==> config.mk <==
export PLATFORM = sky130hd
export DESIGN_NAME = dps_core
export DESIGN_NICKNAME = d
export VERILOG_FILES = /design/src/core/dps_pkg.sv /design/src/core/dps_rtmr_if.sv /design/src/core/dps_refresh_timer.sv /design/src/core/dps_core.sv
export SDC_FILE = /design/constraint.sdc
export NUM_CORES = 1
export LEC_CHECK = 0
export BUFFER_PORTS_ARGS = -buffer_cell sky130_fd_sc_hd__buf_4
export CORE_MARGIN = 2
export CORE_UTILIZATION = 51
export CTS_CLUSTER_SIZE = 16
export DETAILED_ROUTE_END_ITERATION = 16
export GPL_TIMING_DRIVEN = 0
export PLACE_DENSITY = 0.8
export SLEW_MARGIN = 20
export SYNTH_ARGS = -nofsm -noshare
export SYNTH_HDL_FRONTEND = slang
export SYNTH_SLANG_ARGS = --single-unit
==> constraint.sdc <==
create_clock -name ref_clk -period 2.3 [get_ports ref_clk]
set_input_delay 0.115 -clock ref_clk [delete_from_list [all_inputs] [get_ports ref_clk]]
set_output_delay 0.115 -clock ref_clk [all_outputs]
set_load 0.01 [all_outputs]
==> src/core/dps_pkg.sv <==
/*
 * Constants for the precharge / self-refresh block: register map, field positions,
 * reset values, command encodings and timing counts.
 * Assumes a single 20 MHz clock with all inputs synchronous to it.
 */
// Summary of operation
// - precharge uses A10 for one bank or all; bank address picks the single bank
// - precharge to all banks ignores the bank address inputs
// - refresh registered with CKE low enters self-refresh instead of plain refresh
// - DLL switches off at self-refresh entry, back on with reset at exit
// - in self-refresh every control input except CKE and reset is ignored
// - at least one internal refresh occurs within the minimum CKE pulse period
// - exit and DLL exit timers start at first clock edge seeing CKE high
// - mode register two bit 6 set makes self-refresh rate follow temperature
package dps_pkg;

   ////////////////////////////////////////////////////////////////////////////////
   // register map
   localparam logic [3:0] REG_MODE_TWO   = 4'h0;
   localparam logic [3:0] REG_STATUS     = 4'h4;
   localparam logic [3:0] REG_REF_COUNT  = 4'h8;

   localparam int         MODE_AUTO_BIT  = 6;
   localparam int         MODE_RANGE_BIT = 7;
   localparam logic [1:0] MODE_RESET     = 2'h0;

   localparam int         ST_BANK_LSB    = 0;
   localparam int         ST_XS_OK_BIT   = 8;
   localparam int         ST_DLL_ON_BIT  = 9;
   localparam int         ST_SELF_BIT    = 10;

   ////////////////////////////////////////////////////////////////////////////////
   // commands as {ras_n, cas_n, we_n} with cs_n low
   localparam logic [2:0] CMD_ACTIVATE   = 3'h3;
   localparam logic [2:0] CMD_PRECHARGE  = 3'h2;
   localparam logic [2:0] CMD_REFRESH    = 3'h1;

   ////////////////////////////////////////////////////////////////////////////////
   // timing
   localparam int         CLK_PERIOD_NS  = 50;
   localparam int         TCKE_NS        = 5;
   localparam int         TXS_NS         = 170;
   localparam int         REFI_NORMAL_NS = 7800;
   localparam int         REFI_EXT_NS    = 3900;

   localparam logic [9:0] TCKE_CK   = 10'((TCKE_NS + CLK_PERIOD_NS - 1) / CLK_PERIOD_NS);
   localparam logic [9:0] TXS_CK    = 10'((TXS_NS + CLK_PERIOD_NS - 1) / CLK_PERIOD_NS);
   localparam logic [9:0] TXSDLL_CK = 10'h200;
   localparam logic [7:0] REFI_NORMAL_CK = 8'(REFI_NORMAL_NS / CLK_PERIOD_NS);
   localparam logic [7:0] REFI_EXT_CK    = 8'(REFI_EXT_NS / CLK_PERIOD_NS);

   typedef enum logic [1:0] {
      DPS_NORMAL,
      DPS_SELF,
      DPS_EXIT
   } dps_state_t;

endpackage : dps_pkg

==> src/core/dps_rtmr_if.sv <==
/*
 * Carrier between the self-refresh sequencer and its internal refresh timer.
 * Assumes both ends share ref_clk.
 */
`timescale 1ns/100ps
`default_nettype none
interface dps_rtmr_if;
   logic run;    // self-refresh in progress
   logic fast;   // doubled internal refresh rate
   logic tick;   // one internal refresh

   modport ctrl  (output run, output fast, input tick);
   modport timer (input run, input fast, output tick);
endinterface : dps_rtmr_if
`default_nettype wire

==> src/core/dps_refresh_timer.sv <==
/*
 * Internal refresh timer used during self-refresh.
 * Assumes run rises on the first self-refresh cycle and stays high until exit.
 */
`timescale 1ns/100ps
`default_nettype none
module dps_refresh_timer (
   // clock and reset
   input  wire logic   ref_clk,
   input  wire logic   rst_n,
   // sequencer side
   dps_rtmr_if.timer   rt
);
   logic [7:0] cnt_q;
   logic       run_q;
   logic       tick_q;

   assign rt.tick = tick_q;

   ////////////////////////////////////////////////////////////////////////////////
   // first refresh right at the start, well inside the minimum CKE pulse
   always_ff @(posedge ref_clk) begin
      if (!rst_n) begin
         run_q  <= 1'b0;
         cnt_q  <= 8'h00;
         tick_q <= 1'b0;
      end else begin
         run_q  <= rt.run;
         tick_q <= 1'b0;
         if (!rt.run) begin
            cnt_q <= 8'h00;
         end else if (!run_q || cnt_q == 8'h00) begin
            tick_q <= 1'b1;
            cnt_q  <= (rt.fast ? dps_pkg::REFI_EXT_CK : dps_pkg::REFI_NORMAL_CK) - 8'h01;
         end else begin
            cnt_q <= cnt_q - 8'h01;
         end
      end
   end

endmodule : dps_refresh_timer
`default_nettype wire

==> src/core/dps_core.sv <==
/*
 * Device-side precharge and self-refresh sequencer for a DDR3-style memory.
 * Assumes command pins and CKE synchronous to ref_clk; registers over a plain port.
 */
`timescale 1ns/100ps
`default_nettype none
module dps_core (
   // clock and reset
   input  wire logic        ref_clk,
   input  wire logic        rst_n,
   // memory command pins
   input  wire logic        cke,
   input  wire logic        cs_n,
   input  wire logic        ras_n,
   input  wire logic        cas_n,
   input  wire logic        we_n,
   input  wire logic        a10,
   input  wire logic [2:0]  ba,
   // case temperature above normal range
   input  wire logic        case_temp_high,
   // register port
   input  wire logic [3:0]  reg_addr,
   input  wire logic [31:0] reg_wdata,
   input  wire logic        reg_wr,
   input  wire logic        reg_rd,
   output logic      [31:0] reg_rdata,
   // status
   output logic      [7:0]  bank_open,
   output logic             self_refresh,
   output logic             dll_enable,
   output logic             dll_reset,
   output logic             int_refresh,
   output logic             exit_ready
);
   dps_pkg::dps_state_t state_q;
   logic [7:0]  bank_open_q;
   logic [1:0]  mode_q;          // {temp_range_select, auto_self_refresh_enable}
   logic        dll_enable_q;
   logic        dll_reset_q;
   logic        xs_ok_q;
   logic [9:0]  cnt_q;
   logic [15:0] ref_count_q;
   logic [31:0] rdata_q;
   logic        cmd_act;
   logic        cmd_pre;
   logic        cmd_ref;
   logic        sr_enter;
   logic        sr_leave;
   logic        sr_take;

   dps_rtmr_if rt ();

   dps_refresh_timer u_timer (
      .ref_clk (ref_clk),
      .rst_n   (rst_n),
      .rt      (rt)
   );

   ////////////////////////////////////////////////////////////////////////////////
   // command decode
   assign cmd_act  = !cs_n && {ras_n, cas_n, we_n} == dps_pkg::CMD_ACTIVATE;
   assign cmd_pre  = !cs_n && {ras_n, cas_n, we_n} == dps_pkg::CMD_PRECHARGE;
   assign cmd_ref  = !cs_n && {ras_n, cas_n, we_n} == dps_pkg::CMD_REFRESH;
   assign sr_enter = cmd_ref && !cke && state_q != dps_pkg::DPS_SELF;
   assign sr_leave = state_q == dps_pkg::DPS_SELF && cke;
   // re-entry inside the exit window is refused, so it must not touch dll or status
   assign sr_take  = sr_enter && (state_q == dps_pkg::DPS_NORMAL || xs_ok_q);

   assign rt.run  = state_q == dps_pkg::DPS_SELF;
   // auto mode doubles only when hot; extended range always runs fast
   assign rt.fast = mode_q[1] || (mode_q[0] && case_temp_high);

   ////////////////////////////////////////////////////////////////////////////////
   // self-refresh state and exit timers
   always_ff @(posedge ref_clk) begin
      if (!rst_n) begin
         state_q <= dps_pkg::DPS_NORMAL;
         cnt_q   <= 10'h000;
         xs_ok_q <= 1'b1;
      end else begin
         case (state_q)
            dps_pkg::DPS_NORMAL: begin
               if (sr_enter) begin
                  state_q <= dps_pkg::DPS_SELF;
                  xs_ok_q <= 1'b0;
               end
            end
            dps_pkg::DPS_SELF: begin
               // exit may be asynchronous, but timing counts from this edge
               if (cke) begin
                  state_q <= dps_pkg::DPS_EXIT;
                  cnt_q   <= 10'h001;
               end
            end
            default: begin
               cnt_q <= cnt_q + 10'h001;
               if (cnt_q == dps_pkg::TXS_CK) begin
                  xs_ok_q <= 1'b1;
               end
               if (sr_enter && xs_ok_q) begin
                  state_q <= dps_pkg::DPS_SELF;
                  xs_ok_q <= 1'b0;
               end else if (cnt_q == dps_pkg::TXSDLL_CK) begin
                  state_q <= dps_pkg::DPS_NORMAL;
               end
            end
         endcase
      end
   end

   ////////////////////////////////////////////////////////////////////////////////
   // dll control
   always_ff @(posedge ref_clk) begin
      if (!rst_n) begin
         dll_enable_q <= 1'b1;
         dll_reset_q  <= 1'b0;
      end else begin
         dll_reset_q <= 1'b0;
         if (sr_take) begin
            dll_enable_q <= 1'b0;
         end else if (sr_leave) begin
            dll_enable_q <= 1'b1;
            dll_reset_q  <= 1'b1;
         end
      end
   end

   ////////////////////////////////////////////////////////////////////////////////
   // bank state; pins other than cke are dead during self-refresh
   generate
      for (genvar b = 0; b < 8; b++) begin : g_bank
         always_ff @(posedge ref_clk) begin
            if (!rst_n) begin
               bank_open_q[b] <= 1'b0;
            end else if (state_q != dps_pkg::DPS_SELF) begin
               if (cmd_act && ba == 3'(b)) begin
                  bank_open_q[b] <= 1'b1;
               end else if (cmd_pre && (a10 || ba == 3'(b))) begin
                  bank_open_q[b] <= 1'b0;
               end
            end
         end
      end
   endgenerate

   ////////////////////////////////////////////////////////////////////////////////
   // registers
   always_ff @(posedge ref_clk) begin
      if (!rst_n) begin
         mode_q <= dps_pkg::MODE_RESET;
      end else if (reg_wr && reg_addr == dps_pkg::REG_MODE_TWO) begin
         // illegal pair is stored as written; software must avoid it
         mode_q <= {reg_wdata[dps_pkg::MODE_RANGE_BIT], reg_wdata[dps_pkg::MODE_AUTO_BIT]};
      end
   end

   always_ff @(posedge ref_clk) begin
      if (!rst_n) begin
         ref_count_q <= 16'h0000;
      end else if (reg_wr && reg_addr == dps_pkg::REG_REF_COUNT) begin
         ref_count_q <= 16'h0000;
      end else if (rt.tick) begin
         ref_count_q <= ref_count_q + 16'h0001;
      end
   end

   always_ff @(posedge ref_clk) begin
      if (!rst_n) begin
         rdata_q <= 32'h0000_0000;
      end else begin
         rdata_q <= 32'h0000_0000;
         if (reg_rd) begin
            if (reg_addr == dps_pkg::REG_MODE_TWO) begin
               rdata_q[dps_pkg::MODE_RANGE_BIT] <= mode_q[1];
               rdata_q[dps_pkg::MODE_AUTO_BIT]  <= mode_q[0];
            end else if (reg_addr == dps_pkg::REG_STATUS) begin
               rdata_q[dps_pkg::ST_BANK_LSB +: 8] <= bank_open_q;
               rdata_q[dps_pkg::ST_XS_OK_BIT]     <= xs_ok_q;
               rdata_q[dps_pkg::ST_DLL_ON_BIT]    <= dll_enable_q;
               rdata_q[dps_pkg::ST_SELF_BIT]      <= state_q == dps_pkg::DPS_SELF;
            end else if (reg_addr == dps_pkg::REG_REF_COUNT) begin
               rdata_q[15:0] <= ref_count_q;
            end
         end
      end
   end

   ////////////////////////////////////////////////////////////////////////////////
   // outputs
   logic self_q;
   always_ff @(posedge ref_clk) begin
      if (!rst_n) begin
         self_q <= 1'b0;
      end else begin
         self_q <= (state_q == dps_pkg::DPS_SELF && !cke) || sr_take;
      end
   end

   assign reg_rdata    = rdata_q;
   assign bank_open    = bank_open_q;
   assign self_refresh = self_q;
   assign dll_enable   = dll_enable_q;
   assign dll_reset    = dll_reset_q;
   assign int_refresh  = rt.tick;
   assign exit_ready   = xs_ok_q;
endmodule : dps_core
`default_nettype wire

==> results of run 1 <==
==> through the flow <==
stage	cell area (um^2)	hold slack [ps]	setup TNS, ps	power (W)	setup WS [ps]
final	3782	10.22	0	0.002165	134.6
after global routing	3782	2.842	-10.13	0.002243	-10.13
after CTS	3751	3.466	0	0.002175	30.21
after detailed placement	3567	363.8	-22.41	0.001355	-22.41
after global placement	3567	352.3	0	0.001354	3.657
after floorplan	3136	243.8	0	0.001303	224.5
==> cells in the final DEF, fill, tap and decap left out, drive strengths merged, types with 3 or more instances in the layout <==
master,count
mux2i,3
o31ai,3
ha,4
nand4,9
clkbuf,14
nor2,32
conb,16
and3,4
and2,8
nor4,8
o21ai,13
xor2,5
inv,11
nor3,7
dfxtp,68
a22o,8
nor3b,3
nand3,11
nand3b,4
xnor2,12
a21o,3
nor2b,9
o22ai,3
or3,4
a22oi,4
a21oi,15
a32o,8
o211ai,4
nand2,27
clkinv,6
buf,71
==> worst paths after layout <==
check	startpoint	to	cells past startpoint
setup / recovery	u_timer.cnt_q[0]$_SDFF_PN0_	u_timer.cnt_q[4]$_SDFF_PN0_	9
hold / removal	reg_wdata[6]	mode_q[0]$_SDFFE_PN0P_	3
setup reg to reg	u_timer.cnt_q[0]$_SDFF_PN0_	u_timer.cnt_q[4]$_SDFF_PN0_	9
hold reg to reg	ref_count_q[15]$_SDFFE_PP0P_	ref_count_q[15]$_SDFFE_PP0P_	2
==> logic make-up after synthesis <==
logic type	count (synthesis)	share of synthesized area, %
AOI/OAI and AO/OA	72	16.99
DFF	68	44.21
other	1	0.1218
buffers and inverters	39	6.949
and+or+nand+nor	136	24.30
muxes	3	0.9753
adders and majority gates	4	1.625
xor gates and xnor gates	17	4.835
==> worst min-delay path: cells and delay by family <==
kind,cells,cell delay (ps)
muxes,1,50
buffers and inverters,1,80
and+or+nand+nor,1,80
==> power breakdown <==
| part | total (W) | internal, W | switching, W |
|---|---|---|---|
| clock | 0.000831 | 0.000386 | 0.000445 |
| sequential | 0.00119 | 0.00118 | 0.00000594 |
| combinational | 0.000147 | 0.0000677 | 0.0000789 |
| total | 0.00217 | 0.00164 | 0.000530 |
==> final cells by class <==
| type | instances | area (um^2) |
|---|---|---|
| Buffer | 27 | 168.9 |
| Clock buffer | 11 | 131.4 |
| Multi-Input combinational cell | 248 | 1590 |
| Tap cell | 75 | 93.84 |
| Timing Repair Buffer | 48 | 362.8 |
| Inverter | 12 | 45.04 |
| Sequential cell | 68 | 1361 |
| Fill cell | 509 | 2103 |
| Clock inverter | 5 | 28.78 |
==> routing by layer <==
layer,vias to the layer above,share of wire (%),track usage (%)
met4,0,1.6,8.333
met1,1273,42,25.65
met5,-,0,0
li1,1345,-,-
met3,10,5.8,6.923
met2,74,51,39.59
==> repair_timing <==
item | CTS | global route
endpoints found under the hold margin | 1 | 0
gates resized for setup | 1 | 4
hold buffers | 1 | 0
pin swaps | 1 | 4
setup endpoints to repair | 1 | 1
setup buffers | 1 | 1
==> Yosys cell counts (all sizes together) (2+ instances only) <==
cell / n / area, um^2
a21o: 3 / 22.52
nor2: 32 / 120.1
a22oi: 4 / 30.03
a31oi: 2 / 12.51
nand3: 11 / 55.05
inv: 11 / 41.29
nor3: 7 / 35.03
nand4: 9 / 56.30
o22ai: 3 / 18.77
nor3b: 3 / 32.53
or4b: 2 / 20.02
a211o: 2 / 17.52
xnor2: 12 / 105.1
a32o: 8 / 80.08
xor2: 5 / 43.79
nand2: 27 / 101.4
a22o: 8 / 70.07
nand3b: 4 / 30.03
and2: 8 / 51.30
ha: 4 / 50.05
and4: 2 / 18.77
mux2i: 3 / 30.03
a41o: 2 / 20.02
clkbuf: 3 / 11.26
o211ai: 4 / 30.03
o21ai: 13 / 65.06
nor2b: 9 / 56.30
or4: 2 / 15.01
o31ai: 3 / 36.28
dfxtp: 68 / 1361
or3: 4 / 25.02
buf: 24 / 157.7
and3: 4 / 25.02
a21oi: 15 / 78.83
nor4: 8 / 65.06
==> sequential cells by signal, summed over array words and instances, names as in the netlist <==
signal           count
bank_open            8
self_refresh         1
mode_q               2
u_timer.cnt_q        8
state_q              2
dll_enable           1
u_timer.rt.tick      1
dll_reset            1
exit_ready           1
reg_rdata           16
u_timer.run_q        1
ref_count_q         16
cnt_q               10
==> out/metrics.csv, run 1 <==
metric;value;unit
outcome;finished clean;
netlist_instances;340;
dr.pass1.iters;4;
die_y;81.70;um
worst_slew_pin_slew;805.2;ps
ir_worst_vdd;0.4529;mV
syn_to_final_growth;22.84;%
htree_levels;3;
cp.arrival;2440;ps
p_per_area;572.5;nW/um^2
fmax;461.8;MHz
cts_tree;built;
finalWirelength;6954;um
grt.total_usage;22.52;%
drive_gt1_share;22.67;%
hpwl;4922;um
rows;28;
fp.dieArea;6675;um^2
vias_per_cell;5.470;
synth.distinct_cells;55;
syn_area;3079;um^2
cts_sinks;68;
grt_pass1_vias;2527;
synth-seq-area-share;44.21;%
cts_made_buffers;9;
io-pin-count;95;
antenna_found_initial;0;
yosysWarningCount;0;
min_period;2165;ps
grt_remaining_overflow;0;
synth_edf_count;0;
crit_required;2580;ps
wl_per_cell;14.08;um
hold_class;input pin to flip-flop;
place_inst;475;
final_nets;468;
via_count;2702;
ys.flop_type;dfxtp_1;
clk_pin_slew_worst_paths;70;ps
start_util;52.32;%
cp_cell_sequence;nor4_4, a21oi_4, a211o_1, o21ai_0, ha_2, nor3b_2, xor2_1, nand2_1, a21oi_1;
critPathKind;flip-flop to flip-flop;
fin_crit_sh;94.15;%
syn_avg_cell_area;9.056;um^2
final.setup_skew;4.051;ps
antenna_left;0;
path_buf_inv;0;
slew_headroom;46.32;%
fp.dieW;81.70;um
worstSkewPairLatency;350;ps
gp_congestion;0.8473;
grt_pass1_wl;11340;um
drc_errors;0;
antenna_cells;0;
core_area;5886;um^2
async_reset_ff_share;0;%
grt_max_degree;12;
hold_viol;0;
drt-initial-drc-count;110;
final_cells;494;
utilization;64.26;%
slowest_stage;dfxtp_1;
cellLeakagePower;1.537;nW
cp-start-kind;flip-flop;
worst_setup_path_end_kind;flip-flop;
ys_ff_latch;68;
path_max_fanout;7;
cpLargestDelayFamily;compound AO/OA/AOI/OAI gates;
setup_viol;0;
portBuffers;45;
slew_violations;0;
ff2ff_setup_slack;130;ps
cts_buffer_depth;2;
crit_path_max_incr_delay;370;ps
cts-root-buf;clkbuf_8;
drv_cap;0;
Power figures use the tool's default switching activity.
==> run 2: changes to the inputs <==
ABC_AREA = 0   (was unset)
CORE_MARGIN = unset   (was 2)
==> run 2 against run 1 <==
Net effect: utilization increased by 2.8 points; total power increased by 0.97%; hold slack improved by 65 ps; highest routed layer unchanged; first-iteration DRC count grew 8.2%; clock power increased by 2%; critical path depth unchanged; final area rose by 0.60%; sequential share of layout area fell by 0.21 points; sequential cell count stayed put.
==> out/metrics.csv, run 2 (synthesis results as in run 1) <==
metric;value;unit
r2r-start;u_timer.cnt_q[4]$_SDFF_PN0_;
fp.dieArea;6352;um^2
hold_class;input pin to flip-flop;
place_inst;472;
hpwl;4904;um
worstHoldStart;cke;
p_int;0.001693;W
critPathKind;flip-flop to flip-flop;
cts-root-buf;clkbuf_8;
grt_remaining_overflow;0;
io-pin-count;95;
hold_viol;0;
fmax;469.9;MHz
final_nets;470;
cts_buffer_depth;2;
grt_pass1_vias;2536;
antenna_left;0;
die_y;79.70;um
drv_cap;0;
vias_per_cell;5.492;
core_area;5675;um^2
cts_sinks;68;
cp_cell_sequence;nor4_4, a21oi_4, a211o_1, o21ai_0, ha_2, nor3b_2, xor2_1, nand2_1, a21oi_1;
final_common_cell;dfxtp_1;
finalWirelength;6841;um
path_buf_inv;0;
path_max_fanout;7;
seq_power_share;54.4;%
ir_worst_vdd;0.4463;mV
via_count;2702;
startpoint;u_timer.cnt_q[4]$_SDFF_PN0_;
drive_gt1_share;22.62;%
cellLeakagePower;1.547;nW
cpLargestDelayFamily;compound AO/OA/AOI/OAI gates;
worstSkewPairLatency;340;ps
drt-initial-drc-count;119;
grt_pass1_wl;11500;um
start_util;54.25;%
cts_made_buffers;9;
crit_path_max_incr_delay;360;ps
grt_max_degree;11;
sw_frac_of_total;22.57;%
final.setup_skew;5.741;ps
comb_power_share;6.8;%
syn_to_final_growth;23.57;%
antenna_found_initial;0;
fin_crit_sh;92.52;%
antenna_cells;0;
cts_tree;built;
clk_pin_slew_worst_paths;70;ps
slew_violations;0;
utilization;67.04;%
gp_congestion;0.8338;
cp.arrival;2400;ps
dr.pass1.iters;4;
drc_errors;0;
clkPwrFrac;38.9;%
setup_viol;0;
crit_required;2570;ps
cp-start-kind;flip-flop;
wl_per_cell;13.90;um
grt.total_usage;23.86;%
most-common-layout-cells;dfxtp_1 (68), buf_4 (64), nor2_1 (32), nand2_1 (27), conb_1 (16);
slew_headroom;50.59;%
p_sw;0.0004934;W
worst_setup_path_end_kind;flip-flop;
htree_levels;3;
final_cells;492;
p_per_area;574.6;nW/um^2
rows;27;
rsz0062_at_grt;no;
outcome;finished clean;
portBuffers;45;
fp.dieW;79.70;um
min_period;2128;ps
worst_slew_pin_slew;741.1;ps
slowest_stage;dfxtp_1;
[run 2: cell count changes in the layout (fill, tap and decap cells not counted)]
cell | before | now
clkbuf_8 | 9 | 11
clkinv_2 | 4 | 2
buf_4 | 63 | 64
clkinv_4 | 1 | 0
dlygate4sd3_1 | 1 | 2
[run 2: worst min-delay path, stage by stage]
cell and delay, ps:
buf_4 130, inv_1 70, nor2_1 50
[run 2: area by class of cell]
type,instances,area (um^2)
flip-flops and latches,68,1361
repair buffers,50,380.4
well taps,72,90.09
inverters,12,45.04
plain buffers,27,168.9
clock buffers,13,158.9
fillers,467,1871
clock inverters,2,10.01
multi-input cells,248,1590
[run 2: per-layer routing]
metal  global-route usage (%)  vias up  part of all wire, %
met2                    40.77       73                   49
li1                         -     1353                    -
met1                    26.94     1266                   44
met3                    9.371       10                  5.8
met5                        0        -                    0
met4                    7.818        0                  1.3
[run 2: per-stage QoR]
| stage | cell area (um^2) | setup WS [ps] | power, W | TNS [ps] | hold slack (ps) |
|---|---|---|---|---|---|
| CTS | 3766 | 10.32 | 0.002200 | 0 | 59.96 |
| global route | 3805 | 14.39 | 0.002266 | 0 | 77.89 |
| detailed placement | 3563 | -50.44 | 0.001355 | -50.44 | 353.2 |
| global placement | 3563 | 21.80 | 0.001354 | 0 | 351.2 |
| finish | 3805 | 172.0 | 0.002186 | 0 | 74.97 |
| floorplan | 3136 | 224.5 | 0.001303 | 0 | 243.8 |
[run 2: repair_timing]
action,CTS,global route
pin swaps,1,3
setup endpoints to repair,1,1
gates resized for setup,1,4
hold buffers,2,0
setup buffers,1,2
endpoints found under the hold margin,2,0
[run 2: worst paths after layout]
path	cells past startpoint	slack (ps)	end
max	9	170	u_timer.cnt_q[4]$_SDFF_PN0_
min	3	70	dll_reset$_SDFF_PP0_
max reg2reg	9	170	u_timer.cnt_q[4]$_SDFF_PN0_
min reg2reg	2	490	ref_count_q[15]$_SDFFE_PP0P_
[run 2: power by group through the flow]
stage | Sequential [W] | Clock (W) | Combinational, W
final | 0.00119 | 0.000849 | 0.000148
after floorplan | 0.00121 | 0 | 0.0000881
after global routing | 0.00119 | 0.000916 | 0.000162
after CTS | 0.00119 | 0.000867 | 0.000145
after detailed placement | 0.00121 | 0 | 0.000141
after global placement | 0.00121 | 0 | 0.000139
